<file path="config.mk">
export PLATFORM = sky130hd
export DESIGN_NAME = trig_status
export DESIGN_NICKNAME = d
export VERILOG_FILES = /design/src/trig_status_pkg.sv /design/src/trig_status.sv /design/src/pin_sync.sv
export VERILOG_INCLUDE_DIRS = /design/src
export SDC_FILE = /design/constraint.sdc
export NUM_CORES = 1
export LEC_CHECK = 0
export ABC_AREA = 1
export BUFFER_PORTS_ARGS = -buffer_cell sky130_fd_sc_hd__buf_2
export CELL_PAD_IN_SITES_DETAIL_PLACEMENT = 0
export CELL_PAD_IN_SITES_GLOBAL_PLACEMENT = 1
export CORE_MARGIN = 2
export CORE_UTILIZATION = 47
export DETAILED_ROUTE_END_ITERATION = 7
export GPL_TIMING_DRIVEN = 0
export HOLD_SLACK_MARGIN = 0.12
export PLACE_DENSITY_LB_ADDON = 0.1
export SLEW_MARGIN = 25
export SYNTH_ARGS = -nofsm -noshare
export SYNTH_HDL_FRONTEND = slang
export SYNTH_SLANG_ARGS = --single-unit
export TNS_END_PERCENT = 10
</file>
<file path="constraint.sdc">
create_clock -name clk_sys -period 4.48 [get_ports clk_sys]
set_clock_uncertainty 0.15 [all_clocks]
set_input_delay 0.448 -clock clk_sys [delete_from_list [all_inputs] [get_ports clk_sys]]
set_output_delay 0.448 -clock clk_sys [all_outputs]
set_load 0.005 [all_outputs]
</file>
<file path="src/trig_status_params.svh">
// Constants for the trigger input/output and status register block
`ifndef TRIG_STATUS_PARAMS_SVH
`define TRIG_STATUS_PARAMS_SVH

// Command selector codes
`define SEL_TIN_STATE   5'h00
`define SEL_TIN_TYPE    5'h01
`define SEL_TIN_COUNT   5'h02
`define SEL_TIN_CLEAR   5'h03
`define SEL_TOUT_STATE  5'h04
`define SEL_TOUT_TYPE   5'h05
`define SEL_TOUT_COUNT  5'h06
`define SEL_TOUT_CLEAR  5'h07
`define SEL_TOUT_WIDTH  5'h08
`define SEL_TOUT_CHAN   5'h09
`define SEL_MODE        5'h0A
`define SEL_QUES_EVENT  5'h0B
`define SEL_QUES_COND   5'h0C
`define SEL_QUES_ENABLE 5'h0D
`define SEL_OPER_EVENT  5'h0E
`define SEL_OPER_COND   5'h0F
`define SEL_OPER_ENABLE 5'h10

// Edge and polarity field encoding
`define EDGE_FALL       1'h0
`define EDGE_RISE       1'h1

// Output position encoding per channel
`define POS_ZERO        2'h0
`define POS_MAX         2'h1
`define POS_MIN         2'h2

// Reset values
`define RST_TIN_EN      1'h0
`define RST_TIN_TYPE    1'h0
`define RST_TOUT_EN     1'h0
`define RST_TOUT_TYPE   1'h0
`define RST_TOUT_WIDTH  16'h0019
`define RST_ENABLE      16'h0000

// Timing
`define CLK_PERIOD_NS   40
`define WIDTH_UNIT_NS   1000
`define CYC_PER_UNIT    ((`WIDTH_UNIT_NS + `CLK_PERIOD_NS - 1) / `CLK_PERIOD_NS)

`endif

</file>
<file path="src/trig_status_pkg.sv">
// Types shared by the trigger and status block
`include "trig_status_params.svh"

package trig_status_pkg;

  typedef enum logic [4:0] {
    sel_tin_state   = `SEL_TIN_STATE,
    sel_tin_type    = `SEL_TIN_TYPE,
    sel_tin_count   = `SEL_TIN_COUNT,
    sel_tin_clear   = `SEL_TIN_CLEAR,
    sel_tout_state  = `SEL_TOUT_STATE,
    sel_tout_type   = `SEL_TOUT_TYPE,
    sel_tout_count  = `SEL_TOUT_COUNT,
    sel_tout_clear  = `SEL_TOUT_CLEAR,
    sel_tout_width  = `SEL_TOUT_WIDTH,
    sel_tout_chan   = `SEL_TOUT_CHAN,
    sel_mode        = `SEL_MODE,
    sel_ques_event  = `SEL_QUES_EVENT,
    sel_ques_cond   = `SEL_QUES_COND,
    sel_ques_enable = `SEL_QUES_ENABLE,
    sel_oper_event  = `SEL_OPER_EVENT,
    sel_oper_cond   = `SEL_OPER_COND,
    sel_oper_enable = `SEL_OPER_ENABLE
  } cmd_sel_type;

  typedef enum logic [3:0] {
    mode_discrete   = 4'h0,
    mode_triangle   = 4'h1,
    mode_rayleigh   = 4'h2,
    mode_trig_in    = 4'h3,
    mode_tornado    = 4'h4,
    mode_emulation  = 4'h5,
    mode_modulation = 4'h6,
    mode_manual     = 4'h7,
    mode_setup      = 4'h8
  } mode_type;

  typedef struct packed {
    logic        write;
    logic [4:0]  sel;
    logic [3:0]  chan;
    logic [31:0] wdata;
  } cmd_type;

  typedef struct packed {
    logic        err;
    logic [31:0] data;
  } resp_type;

endpackage

</file>
<file path="src/trig_status.sv">
// Trigger input/output engine with mode report and status registers
// Contract
// - Input trigger enable, readable, off at reset
// - Selectable input edge, falling after reset
// - Input event count readable without change
// - Clear request zeroes input count
// - Output trigger enable, readable, off at reset
// - Output pulse polarity selectable, falling default
// - Output pulse count readable without change
// - Clear request zeroes output count
// - Pulse width in microseconds, default 25
// - Per channel fire at max or min
// - Report operating mode code zero to eight
// - Questionable events clear when read
// - Questionable condition readable as live state
// - Questionable enable mask, one enables bit
// - Operation events latched and readable
// - Operation condition readable as live state
// - Operation enable mask, one enables bit
`timescale 1ns/1ps
`include "trig_status_params.svh"

module trig_status
  import trig_status_pkg::*;
#(
  parameter int NCH   = 4,
  parameter int CNT_W = 32
) (
  input  wire logic           clk_sys,      // System clock, 25 MHz
  input  wire logic           rst_n,        // Async reset, active low
  input  wire logic           ce,           // Clock enable, freezes state when low
  input  wire logic           trig_in_pin,  // External trigger input pin
  input  wire logic [NCH-1:0] wave_max,     // Per-channel waveform maximum pulse
  input  wire logic [NCH-1:0] wave_min,     // Per-channel waveform minimum pulse
  input  wire logic [3:0]     mode_code,    // Current operating mode
  input  wire logic [15:0]    ques_cond,    // Live questionable conditions
  input  wire logic [15:0]    oper_cond,    // Live operation conditions
  input  wire logic           cmd_valid,    // Command strobe
  input  wire cmd_type        cmd,          // Decoded command
  output logic                resp_valid,   // Response strobe
  output resp_type            resp,         // Response data
  output logic                trig_out_pin, // Trigger output pin
  output logic                ques_summary, // Enabled questionable events pending
  output logic                oper_summary  // Enabled operation events pending
);

  localparam int CH_W = (NCH > 1) ? $clog2(NCH) : 1;
  localparam logic [4:0] CYC_UNIT = 5'(`CYC_PER_UNIT);

  function automatic logic hit(input logic v, input logic w, input logic [4:0] s, input logic [4:0] code);
    hit = v & w & (s == code);
  endfunction

  function automatic logic rd(input logic v, input logic w, input logic [4:0] s, input logic [4:0] code);
    rd = v & ~w & (s == code);
  endfunction

  logic             tin_en;
  logic             tin_type;
  logic [CNT_W-1:0] tin_count;
  logic             tout_en;
  logic             tout_type;
  logic [CNT_W-1:0] tout_count;
  logic [15:0]      tout_width;
  logic [1:0]       chan_pos [NCH];
  logic             pulse_on;
  logic [15:0]      us_left;
  logic [4:0]       sub_cnt;
  logic [15:0]      ques_event;
  logic [15:0]      ques_enable;
  logic [15:0]      ques_prev;
  logic [15:0]      oper_event;
  logic [15:0]      oper_enable;
  logic [15:0]      oper_prev;

  logic in_rise;
  logic in_fall;

  pin_sync #(
    .IDLE (1'b0)
  ) u_in_sync (
    .clk_sys (clk_sys),
    .rst_n   (rst_n),
    .ce      (ce),
    .pin     (trig_in_pin),
    .level   (),
    .rise    (in_rise),
    .fall    (in_fall)
  );

  wire we = cmd_valid & ce;

  wire w_tin_state  = hit(we, cmd.write, cmd.sel, `SEL_TIN_STATE);
  wire w_tin_type   = hit(we, cmd.write, cmd.sel, `SEL_TIN_TYPE);
  wire tin_clear    = we & (cmd.sel == `SEL_TIN_CLEAR);
  wire w_tout_state = hit(we, cmd.write, cmd.sel, `SEL_TOUT_STATE);
  wire w_tout_type  = hit(we, cmd.write, cmd.sel, `SEL_TOUT_TYPE);
  wire tout_clear   = we & (cmd.sel == `SEL_TOUT_CLEAR);
  wire w_tout_width = hit(we, cmd.write, cmd.sel, `SEL_TOUT_WIDTH);
  wire w_tout_chan  = hit(we, cmd.write, cmd.sel, `SEL_TOUT_CHAN);
  wire w_ques_en    = hit(we, cmd.write, cmd.sel, `SEL_QUES_ENABLE);
  wire w_oper_en    = hit(we, cmd.write, cmd.sel, `SEL_OPER_ENABLE);
  wire r_ques_event = rd(we, cmd.write, cmd.sel, `SEL_QUES_EVENT);
  wire r_oper_event = rd(we, cmd.write, cmd.sel, `SEL_OPER_EVENT);

  // Qualified input edge, only while enabled
  wire in_edge = tin_en & ((tin_type == `EDGE_RISE) ? in_rise : in_fall);

  // Channel fire events; zero and min behave alike
  logic [NCH-1:0] ch_fire;
  genvar g;
  generate
    for (g = 0; g < NCH; g++) begin : g_chan
      assign ch_fire[g] = (chan_pos[g] == `POS_MAX) ? wave_max[g] : wave_min[g];
    end
  endgenerate

  // A zero width emits nothing; events during a pulse are absorbed, not queued
  wire fire = ce & tout_en & ~pulse_on & (|ch_fire) & (tout_width != 16'h0000);
  wire unit_done = (sub_cnt == CYC_UNIT - 5'h01);
  wire pulse_end = pulse_on & unit_done & (us_left == 16'h0001);

  wire [15:0] ques_rise = ques_cond & ~ques_prev & ques_enable;
  wire [15:0] oper_rise = oper_cond & ~oper_prev & oper_enable;

  // Configuration registers
  always_ff @(posedge clk_sys or negedge rst_n) begin
    if (!rst_n) begin
      tin_en      <= `RST_TIN_EN;
      tin_type    <= `RST_TIN_TYPE;
      tout_en     <= `RST_TOUT_EN;
      tout_type   <= `RST_TOUT_TYPE;
      tout_width  <= `RST_TOUT_WIDTH;
      ques_enable <= `RST_ENABLE;
      oper_enable <= `RST_ENABLE;
    end else begin
      if (w_tin_state)  tin_en      <= cmd.wdata[0];
      if (w_tin_type)   tin_type    <= cmd.wdata[0];
      if (w_tout_state) tout_en     <= cmd.wdata[0];
      if (w_tout_type)  tout_type   <= cmd.wdata[0];
      if (w_tout_width) tout_width  <= cmd.wdata[15:0];
      if (w_ques_en)    ques_enable <= cmd.wdata[15:0];
      if (w_oper_en)    oper_enable <= cmd.wdata[15:0];
    end
  end

  generate
    for (g = 0; g < NCH; g++) begin : g_pos
      always_ff @(posedge clk_sys or negedge rst_n) begin
        if (!rst_n) begin
          chan_pos[g] <= `POS_ZERO;
        end else if (w_tout_chan && cmd.chan == 4'(g)) begin
          chan_pos[g] <= cmd.wdata[1:0];
        end
      end
    end
  endgenerate

  // Counters; an event in the clear cycle survives as a count of one
  always_ff @(posedge clk_sys or negedge rst_n) begin
    if (!rst_n) begin
      tin_count  <= '0;
      tout_count <= '0;
    end else if (ce) begin
      if (tin_clear)
        tin_count <= CNT_W'(in_edge);
      else if (in_edge)
        tin_count <= tin_count + 1'b1;
      if (tout_clear)
        tout_count <= CNT_W'(fire);
      else if (fire)
        tout_count <= tout_count + 1'b1;
    end
  end

  // Pulse timer: microseconds counted down in whole units of clk cycles
  always_ff @(posedge clk_sys or negedge rst_n) begin
    if (!rst_n) begin
      pulse_on <= 1'b0;
      us_left  <= 16'h0000;
      sub_cnt  <= 5'h00;
    end else if (ce) begin
      if (fire) begin
        pulse_on <= 1'b1;
        us_left  <= tout_width;
        sub_cnt  <= 5'h00;
      end else if (pulse_on) begin
        sub_cnt <= unit_done ? 5'h00 : sub_cnt + 5'h01;
        if (unit_done)
          us_left <= us_left - 16'h0001;
        if (pulse_end)
          pulse_on <= 1'b0;
      end
    end
  end

  // Output pin registered; idle level is the inverse of the pulse level
  always_ff @(posedge clk_sys or negedge rst_n) begin
    if (!rst_n)
      trig_out_pin <= 1'b1;
    else if (ce)
      trig_out_pin <= ((fire | (pulse_on & ~pulse_end)) ^ (tout_type == `EDGE_RISE)) ? 1'b0 : 1'b1;
  end

  // Event registers; a new event wins over the read-clear
  always_ff @(posedge clk_sys or negedge rst_n) begin
    if (!rst_n) begin
      ques_event <= 16'h0000;
      oper_event <= 16'h0000;
      ques_prev  <= 16'h0000;
      oper_prev  <= 16'h0000;
    end else if (ce) begin
      ques_prev  <= ques_cond;
      oper_prev  <= oper_cond;
      ques_event <= (r_ques_event ? 16'h0000 : ques_event) | ques_rise;
      oper_event <= (r_oper_event ? 16'h0000 : oper_event) | oper_rise;
    end
  end

  assign ques_summary = |(ques_event & ques_enable);
  assign oper_summary = |(oper_event & oper_enable);

  // Read mux
  logic [31:0] rdata;
  logic        rerr;
  always_comb begin
    rdata = 32'h0000_0000;
    rerr  = 1'b0;
    unique case (cmd.sel)
      `SEL_TIN_STATE:   rdata = {31'h0, tin_en};
      `SEL_TIN_TYPE:    rdata = {31'h0, tin_type};
      `SEL_TIN_COUNT:   rdata = 32'(tin_count);
      `SEL_TIN_CLEAR:   rdata = 32'h0000_0000;
      `SEL_TOUT_STATE:  rdata = {31'h0, tout_en};
      `SEL_TOUT_TYPE:   rdata = {31'h0, tout_type};
      `SEL_TOUT_COUNT:  rdata = 32'(tout_count);
      `SEL_TOUT_CLEAR:  rdata = 32'h0000_0000;
      `SEL_TOUT_WIDTH:  rdata = {16'h0, tout_width};
      `SEL_TOUT_CHAN:   rdata = {30'h0, chan_pos[cmd.chan[CH_W-1:0]]};
      `SEL_MODE:        rdata = {28'h0, mode_code};
      `SEL_QUES_EVENT:  rdata = {16'h0, ques_event};
      `SEL_QUES_COND:   rdata = {16'h0, ques_cond};
      `SEL_QUES_ENABLE: rdata = {16'h0, ques_enable};
      `SEL_OPER_EVENT:  rdata = {16'h0, oper_event};
      `SEL_OPER_COND:   rdata = {16'h0, oper_cond};
      `SEL_OPER_ENABLE: rdata = {16'h0, oper_enable};
      default:          rerr  = 1'b1;
    endcase
    if (cmd.chan >= 4'(NCH) && cmd.sel == `SEL_TOUT_CHAN)
      rerr = 1'b1;
  end

  always_ff @(posedge clk_sys or negedge rst_n) begin
    if (!rst_n) begin
      resp_valid <= 1'b0;
      resp       <= '0;
    end else if (ce) begin
      resp_valid <= cmd_valid;
      if (cmd_valid) begin
        resp.err  <= rerr;
        resp.data <= (cmd.write | rerr) ? 32'h0000_0000 : rdata;
      end
    end
  end

  // Checker helpers: cycles spent in the current pulse and the width it started with
  logic [20:0] pulse_age;
  logic [15:0] pulse_len;
  wire  [20:0] pulse_last = 21'(pulse_len) * 21'(`CYC_PER_UNIT) - 21'h000001;

  // Counted apart from the timer so a broken sub-count cannot hide its own error
  always_ff @(posedge clk_sys or negedge rst_n) begin
    if (!rst_n) begin
      pulse_age <= 21'h000000;
      pulse_len <= 16'h0000;
    end else if (ce) begin
      if (fire) begin
        pulse_age <= 21'h000000;
        pulse_len <= tout_width;
      end else if (pulse_on) begin
        pulse_age <= pulse_age + 21'h000001;
      end
    end
  end

  tin_count_a: assert property (@(posedge clk_sys) disable iff (!rst_n)
    ce && !tin_clear && !in_edge |=> tin_count == $past(tin_count))
    else $error("input count changed without an edge");

  tin_clear_a: assert property (@(posedge clk_sys) disable iff (!rst_n)
    tin_clear && !in_edge |=> tin_count == '0)
    else $error("input count not cleared");

  tin_gate_a: assert property (@(posedge clk_sys) disable iff (!rst_n)
    ce && !tin_en && !tin_clear |=> $stable(tin_count))
    else $error("input counted while disabled");

  tout_count_a: assert property (@(posedge clk_sys) disable iff (!rst_n)
    fire && !tout_clear |=> tout_count == $past(tout_count) + 1'b1)
    else $error("output count missed a pulse");

  tout_clear_a: assert property (@(posedge clk_sys) disable iff (!rst_n)
    tout_clear && !fire |=> tout_count == '0)
    else $error("output count not cleared");

  tout_idle_a: assert property (@(posedge clk_sys) disable iff (!rst_n)
    ce && !fire && !pulse_on && $stable(tout_type) |=> trig_out_pin == ($past(tout_type) != `EDGE_RISE))
    else $error("trigger output not at idle level");

  tout_active_a: assert property (@(posedge clk_sys) disable iff (!rst_n)
    fire |=> trig_out_pin == ($past(tout_type) == `EDGE_RISE))
    else $error("trigger pulse not at active level");

  pulse_unit_a: assert property (@(posedge clk_sys) disable iff (!rst_n)
    ce && pulse_on && pulse_age == pulse_last |-> pulse_end)
    else $error("pulse has wrong length");

  pulse_hold_a: assert property (@(posedge clk_sys) disable iff (!rst_n)
    ce && pulse_on && pulse_age < pulse_last |-> !pulse_end)
    else $error("pulse ended early");

  pulse_zero_a: assert property (@(posedge clk_sys) disable iff (!rst_n)
    ce && !pulse_on && tout_width == 16'h0000 |=> !pulse_on)
    else $error("zero width started a pulse");

  ques_clear_a: assert property (@(posedge clk_sys) disable iff (!rst_n)
    r_ques_event && ques_rise == 16'h0000 |=> ques_event == 16'h0000)
    else $error("questionable events not cleared by read");

  oper_clear_a: assert property (@(posedge clk_sys) disable iff (!rst_n)
    r_oper_event && oper_rise == 16'h0000 |=> oper_event == 16'h0000)
    else $error("operation events not cleared by read");

  ques_mask_a: assert property (@(posedge clk_sys) disable iff (!rst_n)
    w_ques_en |=> ques_enable == $past(cmd.wdata[15:0]))
    else $error("questionable enable not written");

  oper_mask_a: assert property (@(posedge clk_sys) disable iff (!rst_n)
    w_oper_en |=> oper_enable == $past(cmd.wdata[15:0]))
    else $error("operation enable not written");

  mode_read_a: assert property (@(posedge clk_sys) disable iff (!rst_n)
    we && !cmd.write && cmd.sel == `SEL_MODE |=> resp_valid && resp.data == {28'h0, $past(mode_code)})
    else $error("mode code not returned");

endmodule

</file>
<file path="src/pin_sync.sv">
// Three-stage pin synchroniser with agreement filter and edge pulses
`timescale 1ns/1ps

module pin_sync #(
  parameter logic IDLE = 1'b0
) (
  input  wire logic clk_sys,   // System clock
  input  wire logic rst_n,     // Async reset, active low
  input  wire logic ce,        // Clock enable
  input  wire logic pin,       // Asynchronous pin
  output logic      level,     // Filtered level
  output logic      rise,      // One-cycle rising pulse
  output logic      fall       // One-cycle falling pulse
);

  logic s1;
  logic s2;
  logic s3;
  logic level_d;

  always_ff @(posedge clk_sys or negedge rst_n) begin
    if (!rst_n) begin
      s1      <= IDLE;
      s2      <= IDLE;
      s3      <= IDLE;
      level   <= IDLE;
      level_d <= IDLE;
    end else if (ce) begin
      s1      <= pin;
      s2      <= s1;
      s3      <= s2;
      level_d <= level;
      // A change counts only once two later stages agree
      if (s2 == s3) begin
        level <= s3;
      end
    end
  end

  assign rise = ce & level & ~level_d;
  assign fall = ce & ~level & level_d;

endmodule

</file>
==> results of run 1 <==
==> routing by layer <==
metal	GRT usage, %	vias to the layer above
met5	0	-
met2	50.5	528
met1	45.0	6684
li1	-	6734
met3	3.40	102
met4	12.4	0
==> registers in the layout, summed over array words and instances (netlist names), 5 cells and up <==
register,flops
ques_event,16
tin_count,32
oper_enable,16
chan_pos,8
oper_event,16
us_left,16
ques_prev,16
resp,33
oper_prev,16
tout_width,16
tout_count,32
ques_enable,16
sub_cnt,5
==> cells in the mapped netlist, types with 22 or more instances <==
library cell / number / area [µm²]
o32ai_1: 29 / 254
o21ai_0: 153 / 766
nand2_1: 630 / 2360
nand4_1: 29 / 181
buf_2: 29 / 145
clkbuf_1: 25 / 93.8
nor3_1: 34 / 170
dfrtp_1: 246 / 6160
o22ai_1: 27 / 169
a21oi_1: 22 / 110
inv_1: 224 / 841
nand3_1: 182 / 911
o21ai_1: 32 / 160
nor2_1: 198 / 743
==> what timing repair did <==
| action | 4_1_cts | 5_1_grt |
|---|---|---|
| hold buffers | 47 | 0 |
| endpoints found under the hold margin | 176 | 0 |
| setup buffers | 0 | 0 |
==> cell families (layout without fill, tap and decap cells) <==
| logic type | count (synthesis) | in the layout | share of synthesized area (%) |
|---|---|---|---|
| adders and majority gates | 6 | 6 | 0.537 |
| other | 0 | 1 | 0 |
| and+or+nand+nor | 1117 | 1117 | 34.0 |
| xor gates and xnor gates | 17 | 17 | 1.07 |
| DFF | 250 | 250 | 44.8 |
| buffers and inverters | 302 | 511 | 8.58 |
| AOI/OAI and AO/OA | 273 | 273 | 11.1 |
==> through the flow <==
step                      setup WS [ps]  hold slack (ps)  area (µm²)
after floorplan                    2640             2.41       14000
after global placement            -2000              301       15000
after detailed placement           2010              305       15100
after CTS                          2060              122       16500
after global routing               1970              153       16500
final                              2100              142       16500
==> path summary, 6_finish.rpt <==
| path | startpoint | to | depth (start not counted) | slack, ps |
|---|---|---|---|---|
| max | ques_enable[12] | ques_summary | 5 | 2100 |
| min | cmd[8] | oper_enable[8] | 3 | 140 |
| max reg2reg | tin_count[0] | tin_count[18] | 10 | 2200 |
| min reg2reg | oper_prev[9] | oper_event[9] | 1 | 310 |
| max in group asynchronous | rst_n | oper_prev[9] | 4 | 2560 |
| min in group asynchronous | rst_n | tout_count[22] | 2 | 340 |
==> power breakdown <==
group | leakage (nW) | switching [mW] | internal, mW | total (mW)
registers | 3.12 | 0.212 | 2.49 | 2.71
logic | 4.42 | 0.623 | 0.310 | 0.933
clock network | 0.490 | 0.991 | 1.49 | 2.48
==> worst max-delay path, stage by stage, from the launching register on <==
cell and delay, ps:
dfrtp_1 390, inv_1 120, o22ai_1 120, nor4_1 320, nand3_1 110, buf_2 150
==> final cells by class <==
type | instances | area [µm²] | area share, %
multi-input combinational | 1413 | 6520 | 39.4
sequential | 250 | 6260 | 37.9
timing repair buffer | 156 | 1070 | 6.48
inverter | 236 | 886 | 5.36
clock buffer | 44 | 862 | 5.22
tap | 390 | 488 | 2.95
buffer | 66 | 314 | 1.90
clock inverter | 9 | 124 | 0.749
antenna | 1 | 2.50 | 0.0151
==> summary.md, run 1 <==
| Metric | Value |
|---|---|
| Outcome | `finished, final reports clean` |
| Routed vias/inst | `5.48` |
| Placed Cells | `2464` |
| DR pass1 iterations | `5` |
| Syn nets | `2062` |
| Die height | `176 µm` |
| Total Routing Usage GR | `31.9%` |
| Fmax | `0.419 GHz` |
| Register area share after synthesis | `44.8%` |
| HP Class | `in -> reg` |
| Largest net degree at the start of global routing | `89` |
| Mapped Area | `14000 µm²` |
| Final HPWL DP | `36.8 mm` |
| Drt wl/cell | `19.1 µm` |
| DRC Markers | `0` |
| Final ANT Viol Nets | `0` |
| Mapped Cells | `1965` |
| Core area | `29500 µm²` |
| Clk buf depth | `3` |
| Nets | `2249` |
| Fin crit period | `2380 ps` |
| Met2 wire len | `22.1 mm` |
| Max-slew violation count | `0` |
| FP Rows | `63` |
| Number of global-route vias before repair | `13.4k` |
| Synthesized area per cell | `7.11 µm²` |
| Placer Congestion | `0.925` |
| H-Tree Depth | `1` |
| Total gr overflow | `0` |
| Total power | `6.12 mW` |
| Via count | `14.0k` |
| Fin util | `56.1%` |
| Leak pwr | `8.03 nW` |
| Crit-path max FO | `3` |
| Post-CTS Resized | `0` |
| CTS root buf | `clkbuf_16` |
| Endpoints failing setup | `0` |
| Crit path capture type | `output pin` |
| Number of library cell types mapped by synthesis | `43` |
| Filler Cells Inserted | `2882` |
| Commonest non-fill, non-tap cell in the layout | `nand2_1` |
| RSZ-0062 raised after global routing | `no` |
| EDFF count, synth | `0` |
| TNS Setup | `0 ps` |
| Post-synth top flop | `dfrtp_1` |
| Slew @ Worst Pin | `783 ps` |
| Ports | `128` |
| First-pass GRT wire length | `76.3 mm` |
| Commonest cells after routing, fill and taps aside | `630 x nand2_1, 246 x dfrtp_1, 224 x inv_1` |
| Met3 wire length | `2.85 mm` |
| 1st-iter DRT viols | `1261` |
| Clock sink count | `250` |
| CTS Buf Count | `29` |
| Port Buffer Count | `107` |
| Max-cap violations | `0` |
| Die area | `31100 µm²` |
| Clock transition at path regs | `60 ps` |
| Synth-to-layout area growth | `18.2%` |
| DRT Wirelength | `49.0 mm` |
| Layout cells sized above 1 | `11.0%` |
| Initial Util | `47.4%` |
| PwrDens | `370 nW/µm²` |
| VDD IR max | `0.000299 V` |
| CP required | `3880 ps` |
| CP Class | `reg -> out` |
| Worst slew margin | `47.8%` |
| Top Layer Used | `met4` |
| Async set-reset flop share out of synthesis | `100%` |
| Met1 wire length | `21.9 mm` |
| CTS tree | `built` |
| Finished Layout Cells | `2565` |
| Period utilisation layout | `53.2%` |
| Worst EP arrival | `1790 ps` |
| Startpoint Class | `flop` |
| FF+latch count, synth | `250` |
| Die W | `176 µm` |
| Warning count from the yosys run | `0` |
| Clock Latency Late Sink | `570 ps` |
| Final hold vios | `0` |
| Initial antenna violation count | `1` |
No activity file was read; power rests on OpenSTA's default activity.
==> inputs of run 2 (changes only) <==
Settings changed: CORE_UTILIZATION 47 to 44.
Clock period 4.48 ns to 2.35 ns, I/O delays scaled along.
==> run 2 against run 1 <==
Worst hold slack worse by 2.1 ps. Combinational power is 96% higher. Design area up 2.1%. Register-to-register slack worse by 2100 ps. Die area up 6.7%. Critical endpoint is now resp[15]. Highest routed layer unchanged.
==> summary.md, run 2 (synthesis results as in run 1) <==
| Metric | Value |
|---|---|
| Outcome | `finished, final reports clean` |
| Die area | `33200 µm²` |
| Via count | `14.0k` |
| CTS Buf Count | `30` |
| Fin crit period | `2320 ps` |
| Ports | `128` |
| Int Pwr | `8.04 mW` |
| 1st-iter DRT viols | `1152` |
| Leak pwr | `8.18 nW` |
| Nets | `2276` |
| Die W | `182 µm` |
| Worst flop-to-flop path startpoint | `tout_width[4]` |
| Hold Path End | `us_left[5]` |
| Max-slew violation count | `0` |
| Number of stages on the worst hold path | `8` |
| Largest reg by FF count | `resp` |
| Setup WS pre-CTS | `107 ps` |
| Drt wl/cell | `19.2 µm` |
| Initial Util | `44.5%` |
| Hold_sp | `wave_min[3]` |
| Total Routing Usage GR | `30.5%` |
| H-Tree Depth | `1` |
| Worst EP arrival | `2690 ps` |
| Largest net degree at the start of global routing | `79` |
| Switching part of the total power | `31.0%` |
| Endpoints failing setup | `0` |
| CTS tree | `built` |
| DRT Wirelength | `49.9 mm` |
| Fmax | `0.432 GHz` |
| Layout cells sized above 1 | `11.4%` |
| CP required | `2720 ps` |
| Clk buf depth | `3` |
| Gate power share | `15.7%` |
| CTS root buf | `clkbuf_16` |
| Clock transition at path regs | `60 ps` |
| Final hold vios | `0` |
| Core area | `31400 µm²` |
| Startpoint Class | `input pin` |
| Synth-to-layout area growth | `20.7%` |
| Clock share of power | `40.0%` |
| Die height | `182 µm` |
| Number of global-route vias before repair | `13.6k` |
| DRC Markers | `0` |
| VDD IR max | `0.000678 V` |
| Max FFs per register | `33` |
| NetSw | `3.62 mW` |
| Filler Cells Inserted | `3127` |
| CP Class | `in -> reg` |
| DR pass1 iterations | `5` |
| Top flop regs | `resp x33, tin_count x32, tout_count x32` |
| Port Buffer Count | `107` |
| Crit path capture type | `flop` |
| Max-cap violations | `0` |
| Setup slack, reg-to-reg | `150 ps` |
| PwrDens | `692 nW/µm²` |
| Slew @ Worst Pin | `717 ps` |
| Hold_ws | `140 ps` |
| R2r endpoint | `us_left[14]` |
| Period utilisation layout | `98.5%` |
| RSZ-0062 raised after global routing | `yes` |
| DP Area | `15100 µm²` |
| TNS Setup | `0 ps` |
| First-pass GRT wire length | `78.5 mm` |
| Commonest non-fill, non-tap cell in the layout | `nand2_1` |
| HP Class | `in -> reg` |
| Worst slew margin | `52.2%` |
| Initial antenna violation count | `0` |
| Commonest cells after routing, fill and taps aside | `630 x nand2_1, 246 x dfrtp_1, 224 x inv_1` |
| Sequential cell area | `6260 µm²` |
| Placer Congestion | `0.932` |
| Final HPWL DP | `37.7 mm` |
| Routed vias/inst | `5.37` |
| Crit-path max FO | `10` |
| Reg2reg path depth | `10` |
| Total gr overflow | `0` |
| Final WS setup | `34.1 ps` |
| Sequential power share | `44.3%` |
| Clock Latency Late Sink | `590 ps` |
| FP Rows | `65` |
| Clock sink count | `250` |
| Final ANT Viol Nets | `0` |
| Multi-input gate area | `6540 µm²` |
| Final non-filler cell area | `16900 µm²` |
| Worst Setup SP | `cmd[36]` |
[run 2: layer usage]
metal	share of wire, %	track usage [%]	wire length [µm]
met1	44	42.6	22100
met3	5.9	3.45	2930
met5	0	0	0
met4	3.9	10.7	1970
met2	46	49.6	23000
[run 2: cell type report]
cell class                 instances  share of cell area [%]
inverter                         236                    5.27
sequential                       250                    37.1
clock inverter                    16                   0.860
timing repair buffer             182                    8.07
antenna                            1                  0.0148
clock buffer                      40                    5.03
multi-input combinational       1413                    38.8
buffer                            66                    1.89
tap                              402                    2.98
[run 2: critical path: stages]
cell	delay [ps]
dlygate4sd3_1	570
buf_2	200
nor2_4	270
nand3_2	250
clkbuf_1	330
o21ai_0	350
nor2_1	150
nand3b_1	140
nand3_1	90
nand2_1	80
[run 2: per-stage QoR]
stage	std cells	power, mW	util, %
2_1_floorplan	1965	6.17	-
3_3_place_gp	2474	6.88	47.8
3_5_place_dp	2477	6.94	48.1
4_1_cts	2605	11.7	53.6
5_1_grt	2605	12.2	53.7
6_report	2606	11.7	53.7
[run 2: what timing repair did]
item / CTS / global route
endpoints found under the hold margin: 255 / 0
hold buffers: 72 / 0
buffers inserted: 0 / 0
endpoints found under the setup margin: 0 / 24
resized for setup: 0 / 9
[run 2: how the worst max path moves through the flow]
stage                     slack, ps  cells past startpoint            end
after floorplan                 610                     10  tin_count[18]
after global placement        -3940                      1   oper_prev[9]
after detailed placement        110                      9       resp[15]
after CTS                        40                      5   ques_summary
after global routing             -4                     10       resp[12]
final                            30                     10       resp[15]
[run 2: power groups by stage]
stage          clock [mW]  combinational (mW)  sequential, mW
3_3_place_gp            0                1.66            5.23
2_1_floorplan           0                1.07            5.09
3_5_place_dp            0                1.70            5.23
5_1_grt              4.92                2.07            5.22
6_report             4.67                1.83            5.17
4_1_cts              4.72                1.81            5.16
